--- src/clkgate_regs.svh ---
// Functional notes
// - each differential output has its own software enable bit.
// - each output has its own asynchronous active-low hardware enable pin.
// - software enable bits are active high and reset to enabled.
// - a disabled output drives both legs low.
// - output toggles only with software bit 1 and pin 0.
// - re-enable on pin falling starts the output without runt or glitch.
// - output active 4 to 12 output periods after pin assertion.
// - disable on pin rising stops the output without shortened pulse.
// - at least four complete cycles follow pin deassertion before stopping.
// - output disabled within 12 output periods after pin deassertion.
// - power-down stops all outputs before the oscillator is turned off.
// - power-down acts after two low samples on rising edges, low from next falling.
`ifndef CLKGATE_REGS_SVH
`define CLKGATE_REGS_SVH

// number of differential outputs
`define CLKGATE_NUM_OUTPUTS 6
// output periods waited after an enable is seen before the output starts
`define CLKGATE_ON_DELAY_PERIODS 5
// complete output periods still driven after an enable is withdrawn
`define CLKGATE_DRAIN_PERIODS 5
// width of the period counters
`define CLKGATE_CNT_W 4
// consecutive low samples of power-down on rising output edges
`define CLKGATE_PD_SAMPLES 2
// width of the power-down sample counter
`define CLKGATE_PD_CNT_W 2
// software enable reset value (one bit replicated)
`define CLKGATE_SW_EN_RESET 1'b1

`endif

--- src/clkgate_pkg.sv ---
package clkgate_pkg;

    // per-output gate state
    typedef enum logic [1:0] {
        GATE_OFF,
        GATE_ARMING,
        GATE_ON,
        GATE_DRAINING
    } gate_state_t;

endpackage : clkgate_pkg

--- src/pin_sync.sv ---
`timescale 1ns/1ps
`default_nettype none
module pin_sync #(
    parameter int WIDTH = 1,
    parameter logic [WIDTH-1:0] RESET_VALUE = '1
) (
    // clock and reset
    input wire logic clk,
    input wire logic rst_n,
    // asynchronous level in, filtered level out
    input wire logic [WIDTH-1:0] async_in,
    output logic [WIDTH-1:0] sync_out
);

    logic [WIDTH-1:0] stage1_reg;
    logic [WIDTH-1:0] stage2_reg;
    logic [WIDTH-1:0] stage3_reg;
    logic [WIDTH-1:0] out_reg;
    logic [WIDTH-1:0] agree;

    // a change counts only once the second and third stages agree
    assign agree = ~(stage2_reg ^ stage3_reg);

    // three-stage chain, first stage read only by the second
    always_ff @(posedge clk) begin
        if (!rst_n) begin
            stage1_reg <= RESET_VALUE;
            stage2_reg <= RESET_VALUE;
            stage3_reg <= RESET_VALUE;
            out_reg <= RESET_VALUE;
        end else begin
            stage1_reg <= async_in;
            stage2_reg <= stage1_reg;
            stage3_reg <= stage2_reg;
            out_reg <= (agree & stage3_reg) | (~agree & out_reg);
        end
    end

    assign sync_out = out_reg;

endmodule : pin_sync
`default_nettype wire

--- src/output_gate.sv ---
`timescale 1ns/1ps
`default_nettype none
`include "clkgate_regs.svh"
module output_gate
    import clkgate_pkg::*;
#(
    parameter int CNT_W = `CLKGATE_CNT_W,
    parameter logic [CNT_W-1:0] ON_DELAY = CNT_W'(`CLKGATE_ON_DELAY_PERIODS),
    parameter logic [CNT_W-1:0] DRAIN = CNT_W'(`CLKGATE_DRAIN_PERIODS)
) (
    // clock and reset
    input wire logic clk,
    input wire logic rst_n,
    // one pulse per output period, in its last (high) half
    input wire logic period_end,
    // requested enable and forced stop
    input wire logic want_on,
    input wire logic force_off,
    // gate state
    output logic running
);

    gate_state_t state_reg;
    gate_state_t state_next;
    logic [CNT_W-1:0] cnt_reg;
    logic [CNT_W-1:0] cnt_next;
    logic running_reg;
    logic running_next;
    logic [CNT_W-1:0] cnt_inc;
    logic arm_done;
    logic drain_done;

    assign cnt_inc = cnt_reg + CNT_W'(1);
    assign arm_done = period_end && (cnt_inc == ON_DELAY);
    assign drain_done = period_end && (cnt_inc == DRAIN);

    // gate sequencing; running changes only at a period end, while the leg is low next
    always_comb begin
        state_next = state_reg;
        cnt_next = cnt_reg;
        running_next = running_reg;
        unique case (state_reg)
            GATE_OFF: begin
                cnt_next = '0;
                if (want_on && !force_off) begin
                    state_next = GATE_ARMING;
                end
            end
            GATE_ARMING: begin
                if (!want_on || force_off) begin
                    state_next = GATE_OFF;
                    cnt_next = '0;
                end else if (arm_done) begin
                    state_next = GATE_ON;
                    running_next = 1'b1;
                    cnt_next = '0;
                end else if (period_end) begin
                    cnt_next = cnt_inc;
                end
            end
            GATE_ON: begin
                cnt_next = '0;
                if (force_off && period_end) begin
                    state_next = GATE_OFF;
                    running_next = 1'b0;
                end else if (!want_on && !force_off) begin
                    state_next = GATE_DRAINING;
                end
            end
            GATE_DRAINING: begin
                if (force_off && period_end) begin
                    state_next = GATE_OFF;
                    running_next = 1'b0;
                    cnt_next = '0;
                end else if (want_on && !force_off) begin
                    state_next = GATE_ON;
                    cnt_next = '0;
                end else if (drain_done) begin
                    state_next = GATE_OFF;
                    running_next = 1'b0;
                    cnt_next = '0;
                end else if (period_end) begin
                    cnt_next = cnt_inc;
                end
            end
        endcase
    end

    // state registers
    always_ff @(posedge clk) begin
        if (!rst_n) begin
            state_reg <= GATE_OFF;
            cnt_reg <= '0;
            running_reg <= 1'b0;
        end else begin
            state_reg <= state_next;
            cnt_reg <= cnt_next;
            running_reg <= running_next;
        end
    end

    assign running = running_reg;

endmodule : output_gate
`default_nettype wire

--- src/clock_output_enable_gating.sv ---
`timescale 1ns/1ps
`default_nettype none
`include "clkgate_regs.svh"
module clock_output_enable_gating
    import clkgate_pkg::*;
#(
    parameter int NUM_OUTPUTS = `CLKGATE_NUM_OUTPUTS
) (
    // clock and reset
    input wire logic MCLK,
    input wire logic RST_N,
    // hardware enables, one per output, active low, asynchronous
    input wire logic [NUM_OUTPUTS-1:0] OUTPUT_ENABLE_N,
    // power-down, active low, asynchronous
    input wire logic POWER_DOWN_N,
    // software enable bits, loaded on the write strobe
    input wire logic SW_ENABLE_WE,
    input wire logic [NUM_OUTPUTS-1:0] SW_ENABLE_DATA,
    output logic [NUM_OUTPUTS-1:0] SW_ENABLE_STATUS,
    // differential clock outputs
    output logic [NUM_OUTPUTS-1:0] DIFF_CLK_P,
    output logic [NUM_OUTPUTS-1:0] DIFF_CLK_N,
    // output state and oscillator control
    output logic [NUM_OUTPUTS-1:0] OUTPUT_RUNNING,
    output logic OSC_ENABLE
);

    logic phase_reg;
    logic [NUM_OUTPUTS-1:0] sw_en_reg;
    logic [NUM_OUTPUTS-1:0] oe_n_sync;
    logic pd_n_sync;
    logic [`CLKGATE_PD_CNT_W-1:0] pd_cnt_reg;
    logic [`CLKGATE_PD_CNT_W-1:0] pd_cnt_next;
    logic pd_hold_reg;
    logic pd_hold_next;
    logic osc_en_reg;
    logic [NUM_OUTPUTS-1:0] running;
    logic [NUM_OUTPUTS-1:0] want_on;
    logic [NUM_OUTPUTS-1:0] p_reg;
    logic [NUM_OUTPUTS-1:0] n_reg;
    logic [NUM_OUTPUTS-1:0] run_reg;
    logic period_end;
    logic rising_edge_slot;
    logic all_stopped;

    // output period is two MCLK cycles; high half is phase_reg == 1
    always_ff @(posedge MCLK) begin
        if (!RST_N) begin
            phase_reg <= 1'b0;
        end else begin
            phase_reg <= ~phase_reg;
        end
    end

    // falling output edge follows the high half, rising edge follows the low half
    assign period_end = phase_reg;
    assign rising_edge_slot = ~phase_reg;

    // software enable bits, one per output, enabled after reset
    always_ff @(posedge MCLK) begin
        if (!RST_N) begin
            sw_en_reg <= {NUM_OUTPUTS{`CLKGATE_SW_EN_RESET}};
        end else if (SW_ENABLE_WE) begin
            sw_en_reg <= SW_ENABLE_DATA;
        end
    end

    // hardware enable pins into the MCLK domain
    pin_sync #(
        .WIDTH(NUM_OUTPUTS),
        .RESET_VALUE({NUM_OUTPUTS{1'b1}})
    ) u_oe_sync (
        .clk(MCLK),
        .rst_n(RST_N),
        .async_in(OUTPUT_ENABLE_N),
        .sync_out(oe_n_sync)
    );

    // power-down pin into the MCLK domain
    pin_sync #(
        .WIDTH(1),
        .RESET_VALUE(1'b1)
    ) u_pd_sync (
        .clk(MCLK),
        .rst_n(RST_N),
        .async_in(POWER_DOWN_N),
        .sync_out(pd_n_sync)
    );

    // power-down qualification: low on consecutive rising-edge samples
    always_comb begin
        pd_cnt_next = pd_cnt_reg;
        pd_hold_next = pd_hold_reg;
        if (pd_n_sync) begin
            pd_cnt_next = '0;
            pd_hold_next = 1'b0;
        end else if (rising_edge_slot && !pd_hold_reg) begin
            if (pd_cnt_reg == `CLKGATE_PD_CNT_W'(`CLKGATE_PD_SAMPLES - 1)) begin
                pd_hold_next = 1'b1;
                pd_cnt_next = '0;
            end else begin
                pd_cnt_next = pd_cnt_reg + `CLKGATE_PD_CNT_W'(1);
            end
        end
    end

    always_ff @(posedge MCLK) begin
        if (!RST_N) begin
            pd_cnt_reg <= '0;
            pd_hold_reg <= 1'b0;
        end else begin
            pd_cnt_reg <= pd_cnt_next;
            pd_hold_reg <= pd_hold_next;
        end
    end

    // output wanted only with software bit 1, pin 0 and no power-down
    assign want_on = sw_en_reg & ~oe_n_sync & {NUM_OUTPUTS{~pd_hold_reg}};

    // one gate per output
    genvar gi;
    generate
        for (gi = 0; gi < NUM_OUTPUTS; gi++) begin : g_gate
            output_gate u_gate (
                .clk(MCLK),
                .rst_n(RST_N),
                .period_end(period_end),
                .want_on(want_on[gi]),
                .force_off(pd_hold_reg),
                .running(running[gi])
            );
        end
    endgenerate

    // oscillator stays on until every output has stopped
    assign all_stopped = ~|running & ~|run_reg;

    always_ff @(posedge MCLK) begin
        if (!RST_N) begin
            osc_en_reg <= 1'b1;
        end else if (!pd_hold_reg) begin
            osc_en_reg <= 1'b1;
        end else if (all_stopped) begin
            osc_en_reg <= 1'b0;
        end
    end

    // output legs: complementary while running, both low while stopped
    always_ff @(posedge MCLK) begin
        if (!RST_N) begin
            p_reg <= '0;
            n_reg <= '0;
            run_reg <= '0;
        end else begin
            p_reg <= running & {NUM_OUTPUTS{phase_reg}};
            n_reg <= running & {NUM_OUTPUTS{~phase_reg}};
            run_reg <= running;
        end
    end

    assign DIFF_CLK_P = p_reg;
    assign DIFF_CLK_N = n_reg;
    assign OUTPUT_RUNNING = run_reg;
    assign SW_ENABLE_STATUS = sw_en_reg;
    assign OSC_ENABLE = osc_en_reg;

endmodule : clock_output_enable_gating
`default_nettype wire

--- config.mk ---
export PLATFORM = sky130hd
export DESIGN_NAME = clock_output_enable_gating
export DESIGN_NICKNAME = d
export VERILOG_FILES = /design/src/clkgate_pkg.sv /design/src/pin_sync.sv /design/src/output_gate.sv /design/src/clock_output_enable_gating.sv
export VERILOG_INCLUDE_DIRS = /design/src
export SDC_FILE = /design/constraint.sdc
export NUM_CORES = 1
export LEC_CHECK = 0
export ABC_AREA = 1
export CAP_MARGIN = 20
export CELL_PAD_IN_SITES_DETAIL_PLACEMENT = 0
export CELL_PAD_IN_SITES_GLOBAL_PLACEMENT = 1
export CORE_AREA = 10 10 117 119
export DETAILED_ROUTE_END_ITERATION = 10
export DIE_AREA = 0 0 127 129
export DONT_BUFFER_PORTS = 1
export GPL_TIMING_DRIVEN = 0
export MAX_ROUTING_LAYER = met4
export PLACE_DENSITY_LB_ADDON = 0.1
export SETUP_SLACK_MARGIN = 0.4
export SYNTH_ARGS = -nofsm -noshare
export SYNTH_HDL_FRONTEND = slang
export SYNTH_SLANG_ARGS = --single-unit
--- constraint.sdc ---
create_clock -name MCLK -period 1.57 [get_ports MCLK]
set_clock_uncertainty 0.1 [all_clocks]
set_input_delay 0.2355 -clock MCLK [delete_from_list [all_inputs] [get_ports MCLK]]
set_output_delay 0.2355 -clock MCLK [all_outputs]
set_load 0.01 [all_outputs]
==> summary.md, run 1 <==
| Metric | Value |
|---|---|
| Die width | roughly 130 um |
| GRT Residual Overflow | 0 |
| Routed wire length | 12100 um |
| Share of layout cells above drive strength 1 | 41.2% |
| CTS tree | built |
| Area Overhead vs Synth | 43.8% |
| Die height | 129 um |
| Core box area | 0.0113 mm2 |
| Unrepaired setup endpoints after global routing | yes |
| Overall Power | 6620 uW |
| Worst hold path stage count | 3 |
| Hold endpoint | g_gate[2].u_gate.cnt_reg[0]$_SDFF_PN0_ |
| Most frequent cells in the layout | nand2_1 (91), dfxtp_1 (74), nor2_1 (68) |
| Mapped Cells | between 600 and 700 |
| Synth top area share | 44.1% |
| Worst Tran Pin Value | 0.600 ns |
| Synthesized flop and latch total | 99 |
| Via count of the routed design | 4164 |
| Number of detailed-route iterations in the first pass | 4 |
| Number of CTS-inserted buffers | 9 |
| RR Startpoint | g_gate[0].u_gate.cnt_reg[0]$_SDFF_PN0_ |
| CP arrival | ~1.7 ns |
| Hold path start | RST_N |
| CP Launch Type | register |
| Worst slew margin | 60.0% |
| Placer Congestion | 0.817 |
| Max Cap Viol | 0 |
| Critical path data required time | 1.72 ns |
| Count of different cell masters after synthesis | 41 |
| Final Instance Area | around 0.0065 mm2 |
| Avg WL per Cell | 14.4 um |
| Highest Clock Rate | 639 MHz |
| Number of port buffers | 0 |
| Final period utilization | 99.6% |
| Final HPWL DP | 8050 um |
| Crit Path Max Fanout | 6 |
| R2R depth | 10 |
| Cell row count | 39 |
| Final critical-path required period | between 1.5 and 2 ns |
| CTS Sinks | 99 |
| Die area | 0.0164 mm2 |
| P_leak | 0.00256 uW |
| Cell area power density | about 1000 mW/mm2 |
| Worst-Skew Late Latency | 0.35 ns |
| Reg2Reg Setup Slack | 0.006 ns |
| Hold slack | 0.172 ns |
| Setup WS pre-CTS | -0.0900 ns |
| Worst setup margin | 0.00605 ns |
| Max Slew Vio Count | 0 |
| Initial antenna violation count | 0 |
| Layout net count | 719 |
| Final hold vios | 0 |
| Setup tns final | 0 ns |
| Final setup viols | 0 |
| Clock Path Buffers | 2 |
| Hold WC Path Type | in2reg |
| Peak supply drop | 1.04 mV |
| Syn_nets | 641 |
| Reg-to-reg endpoint | g_gate[0].u_gate.state_reg[0]$_SDFFE_PN0P_ |
| Area leader, netlist | dfxtp_1 |
| Root Driver | clkbuf_16 |
| Syn. warnings | 0 |
| Sequential element share of the synthesized area | roughly 44% |
| Final ANT Viol Nets | 0 |
| H-tree lvl count | 3 |
| # DRC | 0 |
| Tot GR Track Use | between 10 and 15% |
| Synthesized cell area | approximately 0.0045 mm2 |
| Reg clk slew, reported paths | 0.07 ns |
| Starting Density | 39.7% |
| Number of global-route vias before repair | 3962 |
| Antenna Cells | 0 |
| First-pass GRT wire length | around 19000 um |
| Number of flip-flops in the largest register | 24 |
| Post-DP Area | 0.00489 mm2 |
| Commonest non-fill, non-tap cell in the layout | nand2_1 |
| Ranking of synthesized cells by area | dfxtp_1 (44%), nand2_1 (10%), nor2_1 (6.9%) |
| Setup Crit Path Kind | reg2reg |
| Syn Area/Cell | 7.33 um2 |
| DR iter-0 viols | ~200 |
| CP Capture Type | register |
| Run status | complete, no violations |
| I/O pins | 41 |
| Largest net degree at the start of global routing | 18 |
| Vias/cell | approximately 5.0 |
## critical path, cell delays in order (launching register included)
cell and delay (ns):
dfxtp_4 0.38, ha_4 0.14, inv_2 0.03, nand2_2 0.05, nand2_2 0.07, nor2_4 0.11, nand3_4 0.11, a21oi_1 0.23
nand3_1 0.11, nand2_1 0.07, nor2_1 0.05
## stage by stage
stage          std cells  utilization, %
4_1_cts              817            51.7
3_3_place_gp         756            43.2
2_1_floorplan        613               -
6_report             839            57.1
5_1_grt              839            57.1
3_5_place_dp         756            43.2
## layer usage
metal | global-route usage (%) | up-vias | wire length [um]
li1 | - | 2110 | -
met5 | - | - | 0
met4 | 6.43 | 0 | 289
met2 | 24.6 | 80 | 6120
met1 | 16.7 | 1956 | 5140
met3 | 3.82 | 18 | 527
## layout make-up
cell class | instances | area (um2)
fill | 1027 | 4860
tap | 143 | 179
timing repair buffer | 67 | 651
clock inverter | 5 | 38.8
sequential | 99 | 2040
inverter | 87 | 348
clock buffer | 11 | 254
buffer | 16 | 143
multi-input combinational | 411 | 2800
## how the worst max path moves through the flow
stage | start | endpoint
after floorplan | g_gate[3].u_gate.cnt_reg[1]$_SDFF_PN0_ | g_gate[3].u_gate.state_reg[1]$_SDFFE_PN0P_
after CTS | g_gate[2].u_gate.cnt_reg[1]$_SDFF_PN0_ | g_gate[2].u_gate.state_reg[0]$_SDFFE_PN0P_
final | g_gate[0].u_gate.cnt_reg[0]$_SDFF_PN0_ | g_gate[0].u_gate.state_reg[0]$_SDFFE_PN0P_
after detailed placement | pd_hold_reg$_SDFFE_PP0P_ | g_gate[0].u_gate.state_reg[1]$_SDFFE_PN0P_
after global routing | g_gate[0].u_gate.cnt_reg[0]$_SDFF_PN0_ | g_gate[0].u_gate.state_reg[1]$_SDFFE_PN0P_
after global placement | pd_hold_reg$_SDFFE_PP0P_ | g_gate[0].u_gate.state_reg[1]$_SDFFE_PN0P_
## cell usage after synthesis, drive strengths merged
cell     number
nand2       128
ha           12
nand3b        1
o21bai        2
clkbuf        6
a32oi         1
a211oi        5
a22oi         2
nor3          8
nand4         6
xnor2         3
dfxtp        99
nor2         88
xor2          1
buf          10
clkinv        1
a31oi         1
o2111ai       1
and3          1
o21ai        40
a21oi        49
inv          86
nand3        39
o211ai        2
or2          21
## cells by family after synthesis
group	count (synthesis)	synth area share, %
adders and majority gates	12	3.34
xor gates and xnor gates	4	0.780
AOI/OAI and AO/OA	103	12.7
DFF	99	44.1
buffers and inverters	103	9.33
and+or+nand+nor	292	29.7
## report_power, final
part | switching [uW] | internal, uW | total [uW] | leakage (uW)
clock network | 1000 | 1190 | 2190 | 0.000142
logic | 955 | 615 | 1570 | 0.00160
registers | 174 | 2680 | 2860 | 0.000819
total | 2130 | 4490 | 6620 | 0.00256
## repair_timing
item / CTS / global route
hold buffers: 13 / 0
pin swaps: 28 / 39
resized for setup: 88 / 112
hold endpoints to repair: 13 / 0
cloned: 0 / 2
buffers inserted: 32 / 20
endpoints found under the setup margin: 61 / 54
Power figures use the tool's default switching activity.
==> run 2, diff against run 1 <==
- MAX_ROUTING_LAYER: met4 -> default
==> summary.md, run 2 (synthesis gave the netlist of run 1 again) <==
| Metric | Value |
|---|---|
| Clock Path Buffers | 2 (unchanged) |
| Final hold vios | 0 (unchanged) |
| I/O pins | 41 (unchanged) |
| Cell family with most CP delay | simple AND/OR/NAND/NOR gates (unchanged) |
| H-tree lvl count | 3 (unchanged) |
| Total net switching power | 2150 uW (was 2130 uW) |
| Cell row count | 39 (unchanged) |
| Hold WC Path Type | in2reg (unchanged) |
| Final ANT Viol Nets | 0 (unchanged) |
| Clk pwr share | 33.2% (was 33.1%) |
| Critical path data required time | 1.72 ns (about the same) |
| Crit path top cell by count | nand2_2 (unchanged) |
| Worst-Skew Late Latency | 0.35 ns (about the same) |
| Peak supply drop | 1.04 mV (about the same) |
| Max Slew Vio Count | 0 (unchanged) |
| Area Overhead vs Synth | 43.3% (was 43.8%) |
| Run status | complete, no violations (unchanged) |
| CTS Sinks | 99 (unchanged) |
| Final Instance Area | 0.00643 mm2 (was 0.00646 mm2) |
| Number of detailed-route iterations in the first pass | 4 (unchanged) |
| Number of CTS-inserted buffers | 9 (unchanged) |
| Die width | 127 um (unchanged) |
| Post-DP Area | 0.00489 mm2 (unchanged) |
| P_leak | 0.00255 uW (was 0.00256 uW) |
| Layout net count | 717 (was 719) |
| Worst Tran Pin Value | 0.647 ns (was 0.600 ns) |
| Antenna Cells | 0 (unchanged) |
| CTS tree | built (unchanged) |
| CP arrival | 1.71 ns (about the same) |
| Max Cap Viol | 0 (unchanged) |
| Most frequent cells in the layout | nand2_1 (91), dfxtp_1 (74), nor2_1 (68) (unchanged) |
| Via count of the routed design | 4172 (was 4164) |
| Unrepaired setup endpoints after global routing | yes (unchanged) |
| Cell area power density | 1030 mW/mm2 (was 1020 mW/mm2) |
| Die area | 0.0164 mm2 (unchanged) |
| Placer Congestion | 0.806 (was 0.817) |
| Largest net degree at the start of global routing | 18 (unchanged) |
| Final HPWL DP | 8050 um (unchanged) |
| Core box area | 0.0113 mm2 (unchanged) |
| CP cell instances | ha_4 > inv_2 > nand2_2 > nand2_2 > nor2_4 > nand3_4 > a21oi_1 > nand3_1 > nand2_1 > nor2_1 (unchanged) |
| Flop pwr share | 43.2% (about the same) |
| # fillers | 1032 (was 1027) |
| Worst setup margin | 0.00540 ns (was 0.00605 ns) |
| Final period utilization | 99.7% (was 99.6%) |
| Setup Crit Path Kind | reg2reg (unchanged) |
| Final setup viols | 0 (unchanged) |
| Commonest non-fill, non-tap cell in the layout | nand2_1 (unchanged) |
| First-pass GRT wire length | 19200 um (about the same) |
| Crit-path max cell delay | 0.38 ns (about the same) |
| Overall Power | 6620 uW (about the same) |
| # DRC | 0 (unchanged) |
| Number of port buffers | 0 (unchanged) |
| CP Launch Type | register (unchanged) |
| CP Capture Type | register (unchanged) |
| Internal power | 4480 uW (was 4490 uW) |
| Vias/cell | 4.98 (was 4.96) |
| Die height | 129 um (unchanged) |
| Net Sw Frac | 32.4% (was 32.2%) |
| DR iter-0 viols | 197 (was 198) |
| GRT Residual Overflow | 0 (unchanged) |
| Setup WS pre-CTS | -0.0900 ns (unchanged) |
| Share of layout cells above drive strength 1 | 41.1% (was 41.2%) |
| Logic pwr share | 23.6% (was 23.7%) |
| Final critical-path required period | 1.56 ns (about the same) |
| Crit path buffers/inverters | 1 (unchanged) |
| Root Driver | clkbuf_16 (unchanged) |
| Slowest-stage cell, CP | dfxtp_4 (unchanged) |
| Worst slew margin | 56.9% (was 60.0%) |
| Routed wire length | 12100 um (about the same) |
| Number of global-route vias before repair | 3961 (was 3962) |
| Avg WL per Cell | 14.5 um (was 14.4 um) |
| Highest Clock Rate | 639 MHz (about the same) |
| Crit Path Max Fanout | 6 (unchanged) |
| Number of flip-flops in the largest register | 24 (unchanged) |
| Tot GR Track Use | 14.4% (was 14.9%) |
| Starting Density | 39.7% (unchanged) |
| Initial antenna violation count | 0 (unchanged) |
| Reg clk slew, reported paths | 0.07 ns (about the same) |
[run 2: power groups by stage]
| stage | combinational, uW | clock (uW) | sequential (uW) |
|---|---|---|---|
| floorplan | 985 | 0 | 2870 |
| global placement | 1190 | 0 | 2920 |
| detailed placement | 1210 | 0 | 2910 |
| CTS | 1360 | 2250 | 2850 |
| global route | 1750 | 2340 | 2890 |
| finish | 1560 | 2200 | 2860 |
[run 2: final timing paths]
check,startpoint,to,slack [ns],depth (start not counted)
worst max-delay path,g_gate[0].u_gate.cnt_reg[0]$_SDFF_PN0_,g_gate[0].u_gate.state_reg[0]$_SDFFE_PN0P_,0.005,10
worst min-delay path,RST_N,g_gate[2].u_gate.cnt_reg[0]$_SDFF_PN0_,0.19,3
worst max register to register,g_gate[0].u_gate.cnt_reg[0]$_SDFF_PN0_,g_gate[0].u_gate.state_reg[0]$_SDFFE_PN0P_,0.005,10
worst min register to register,u_oe_sync.stage1_reg[2]$_SDFF_PN1_,u_oe_sync.stage2_reg[2]$_SDFF_PN1_,0.32,1
[run 2: final cells by class]
| type | instances | area (um2) | area share, % |
|---|---|---|---|
| tap | 143 | 179 | 2.78 |
| clock inverter | 5 | 38.8 | 0.603 |
| sequential | 99 | 2040 | 31.8 |
| inverter | 87 | 348 | 5.41 |
| timing repair buffer | 65 | 622 | 9.66 |
| clock buffer | 11 | 254 | 3.95 |
| multi-input combinational | 411 | 2810 | 43.6 |
| buffer | 16 | 143 | 2.22 |
[run 2: stage by stage]
step	std cells	utilization (%)	setup TNS, ns	hold slack, ns
floorplan	613	-	0	0.242
global placement	756	43.2	-0.493	0.245
detailed placement	756	43.2	-0.843	0.245
CTS	817	51.7	0	0.129
global route	837	56.8	-0.949	0.200
finish	837	56.8	0	0.186
[run 2: repair_timing]
item,CTS,global route
resized for setup,88,114
cloned,0,1
endpoints found under the setup margin,61,55
hold buffers,13,0
pin swaps,28,38
setup buffers,32,19
endpoints found under the hold margin,13,0
[run 2: per-layer routing]
metal | wire (um) | global-route usage (%) | up-vias
li1 | - | - | 2109
met1 | 5310 | 16.7 | 1971
met2 | 6060 | 24.6 | 70
met3 | 432 | 3.70 | 22
met4 | 335 | 6.43 | 0
met5 | 0 | 0 | -
[run 2: worst reg2reg max path: cells and delay by family, from the launching register on]
kind            cells  cell delay, ns
buf+inv             1            0.03
compound gates      1            0.23
flops               1            0.38
simple gates        7            0.57
fa+ha+maj           1            0.15
==> run 3, diff against run 2 <==
- CORE_AREA: 10 10 117 119 -> 4 4 111 113
- DIE_AREA: 0 0 127 129 -> 0 0 115 117
- GPL_ROUTABILITY_DRIVEN: default -> 0
- SLEW_MARGIN: default -> 20
==> summary.md, run 3 (synthesis gave the netlist of run 1 again) <==
| Metric | Value |
|---|---|
| Run status | finished, violations left (was complete, no violations) |
| Failing checks | setup timing |
| CP arrival | 1.74 ns (was 1.71 ns) |
| # fillers | 1049 (was 1032) |
| Worst-Skew Late Latency | 0.35 ns (about the same) |
| Worst slew margin | 59.5% (was 56.9%) |
| Crit Path Max Fanout | 4 (was 6) |
| RR Startpoint | g_gate[2].u_gate.cnt_reg[1]$_SDFF_PN0_ (was g_gate[0].u_gate.cnt_reg[0]$_SDFF_PN0_) |
| Die area | 0.0135 mm2 (was 0.0164 mm2) |
| Multi-input logic area | 0.00288 mm2 (was 0.00281 mm2) |
| Share of layout cells above drive strength 1 | 42.6% (was 41.1%) |
| Final HPWL DP | 7460 um (was 8050 um) |
| CTS tree | built (unchanged) |
| Most frequent cells in the layout | nand2_1 (84), dfxtp_1 (72), inv_1 (62), nor2_1 (62), buf_4 (36) (was nand2_1 (91), dfxtp_1 (74), nor2_1 (68)) |
| GRT Residual Overflow | 0 (unchanged) |
| Die height | 117 um (was 129 um) |
| Storage element area | 0.00205 mm2 (was 0.00204 mm2) |
| Hold slack | 0.160 ns (was 0.186 ns) |
| Cell row count | 39 (unchanged) |
| Routed wire length | 11700 um (was 12100 um) |
| CTS Sinks | 99 (unchanged) |
| Tot GR Track Use | 17.4% (was 14.4%) |
| Root Driver | clkbuf_16 (unchanged) |
| Max Cap Viol | 0 (unchanged) |
| Worst setup margin | -0.0207 ns (was 0.00540 ns) |
| Final setup viols | 5 (was 0) |
| Via count of the routed design | 4078 (was 4172) |
| Number of flip-flops in the largest register | 24 (unchanged) |
| Crit-path max cell delay | 0.34 ns (was 0.38 ns) |
| Final ANT Viol Nets | 0 (unchanged) |
| Setup WS pre-CTS | -0.0931 ns (was -0.0900 ns) |
| Antenna Cells | 0 (unchanged) |
| Peak supply drop | 1.02 mV (was 1.04 mV) |
| P_leak | 0.00251 uW (was 0.00255 uW) |
| Vias/cell | 4.88 (was 4.98) |
| Cell area power density | 1020 mW/mm2 (was 1030 mW/mm2) |
| Final critical-path required period | 1.59 ns (was 1.56 ns) |
| Initial antenna violation count | 0 (unchanged) |
| Die width | 115 um (was 127 um) |
| # DRC | 0 (unchanged) |
| Slowest-stage cell, CP | dfxtp_2 (was dfxtp_4) |
| Clock Path Buffers | 2 (unchanged) |
| Number of CTS-inserted buffers | 9 (unchanged) |
| CP Launch Type | register (unchanged) |
| Layout net count | 715 (was 717) |
| Number of global-route vias before repair | 3855 (was 3961) |
| Commonest non-fill, non-tap cell in the layout | nand2_1 (unchanged) |
| Avg WL per Cell | 14.0 um (was 14.5 um) |
| Max Slew Vio Count | 0 (unchanged) |
| Number of detailed-route iterations in the first pass | 5 (was 4) |
| CP Capture Type | register (unchanged) |
| Final period utilization | 101% (was 99.7%) |
| Final hold vios | 0 (unchanged) |
| Largest net degree at the start of global routing | 18 (unchanged) |
| Setup Crit Path Kind | reg2reg (unchanged) |
| Number of port buffers | 0 (unchanged) |
| Worst Tran Pin Value | 0.608 ns (was 0.647 ns) |
| H-tree lvl count | 3 (unchanged) |
| CP Launch Point | g_gate[2].u_gate.cnt_reg[1]$_SDFF_PN0_ (was g_gate[0].u_gate.cnt_reg[0]$_SDFF_PN0_) |
| First-pass GRT wire length | 18300 um (was 19200 um) |
| DR iter-0 viols | 183 (was 197) |
| Hold path start | RST_N (unchanged) |
| Reg clk slew, reported paths | 0.07 ns (about the same) |
| Unrepaired setup endpoints after global routing | yes (unchanged) |
| I/O pins | 41 (unchanged) |
| Highest Clock Rate | 629 MHz (was 639 MHz) |
| Critical path data required time | 1.72 ns (about the same) |
| Hold WC Path Type | in2reg (unchanged) |
| CP cell instances | ha_4 > nand2_2 > nand2_2 > nor2_4 > nand2_2 > nor2_4 > inv_2 > nand2_4 > buf_4 > buf_6 > a21oi_2 (was ha_4 > inv_2 > nand2_2 > nand2_2 > nor2_4 > nand3_4 > a21oi_1 > nand3_1 > nand2_1 > nor2_1) |
| Crit path top cell by count | nand2_2 (unchanged) |
| Area Overhead vs Synth | 43.9% (was 43.3%) |
| Starting Density | 39.7% (unchanged) |
| Setup tns final | -0.0596 ns (was 0 ns) |
| Core box area | 0.0113 mm2 (unchanged) |
## run 3: routing by layer
layer  vias up  part of all wire, %  track usage, %
met5         -                    0               0
met4         0                  2.3            7.51
met3        17                  4.3            4.22
met2        69                   51            30.1
met1      1889                   43            20.6
li1       2103                    -               -
## run 3: area by class of cell
| cell class | instances | area share (%) |
|---|---|---|
| sequential | 99 | 31.7 |
| clock buffer | 10 | 3.54 |
| clock inverter | 6 | 0.697 |
| multi-input combinational | 411 | 44.5 |
| buffer | 16 | 2.21 |
| tap | 143 | 2.77 |
| timing repair buffer | 63 | 9.12 |
| inverter | 87 | 5.42 |
## run 3: timing repair
item / 4_1_cts / 5_1_grt
endpoints found under the setup margin: 61 / 64
hold buffers: 13 / 0
endpoints found under the hold margin: 13 / 0
gates cloned: 0 / 1
pin swaps: 22 / 58
setup buffers: 20 / 29
gates resized for setup: 71 / 145
## run 3: worst paths after layout
kind	end	slack (ns)	depth (start not counted)
worst max-delay path	g_gate[2].u_gate.cnt_reg[3]$_SDFF_PN0_	-0.02	11
worst min register to register	u_oe_sync.stage2_reg[0]$_SDFF_PN1_	0.31	1
worst min-delay path	g_gate[2].u_gate.cnt_reg[0]$_SDFF_PN0_	0.16	3
worst max register to register	g_gate[2].u_gate.cnt_reg[3]$_SDFF_PN0_	-0.02	11
## run 3: worst max-delay path, delay by kind of cell, from the launching register on
| kind | cells | cell delay, ns |
|---|---|---|
| buffers and inverters | 3 | 0.28 |
| AOI/OAI and AO/OA | 1 | 0.03 |
| and+or+nand+nor | 6 | 0.56 |
| adders and majority gates | 1 | 0.16 |
| DFF | 1 | 0.34 |
## run 3: through the flow
stage / util (%) / area (um2) / std cells / total power (uW)
5_1_grt: 57.1 / 6460 / 835 / 6980
6_report: 57.1 / 6460 / 835 / 6590
3_3_place_gp: 43.2 / 4890 / 756 / 4090
4_1_cts: 50.1 / 5670 / 805 / 6300
2_1_floorplan: - / 4720 / 613 / 3860
3_5_place_dp: 43.2 / 4890 / 756 / 4100
## run 3: report_power, final
group          leakage [uW]  switching, uW  total [uW]  internal [uW]
Sequential         0.000820            171        2860           2690
Combinational       0.00155            977        1640            662
Clock              0.000134           1000        2090           1090
Total               0.00251           2150        6590           4440
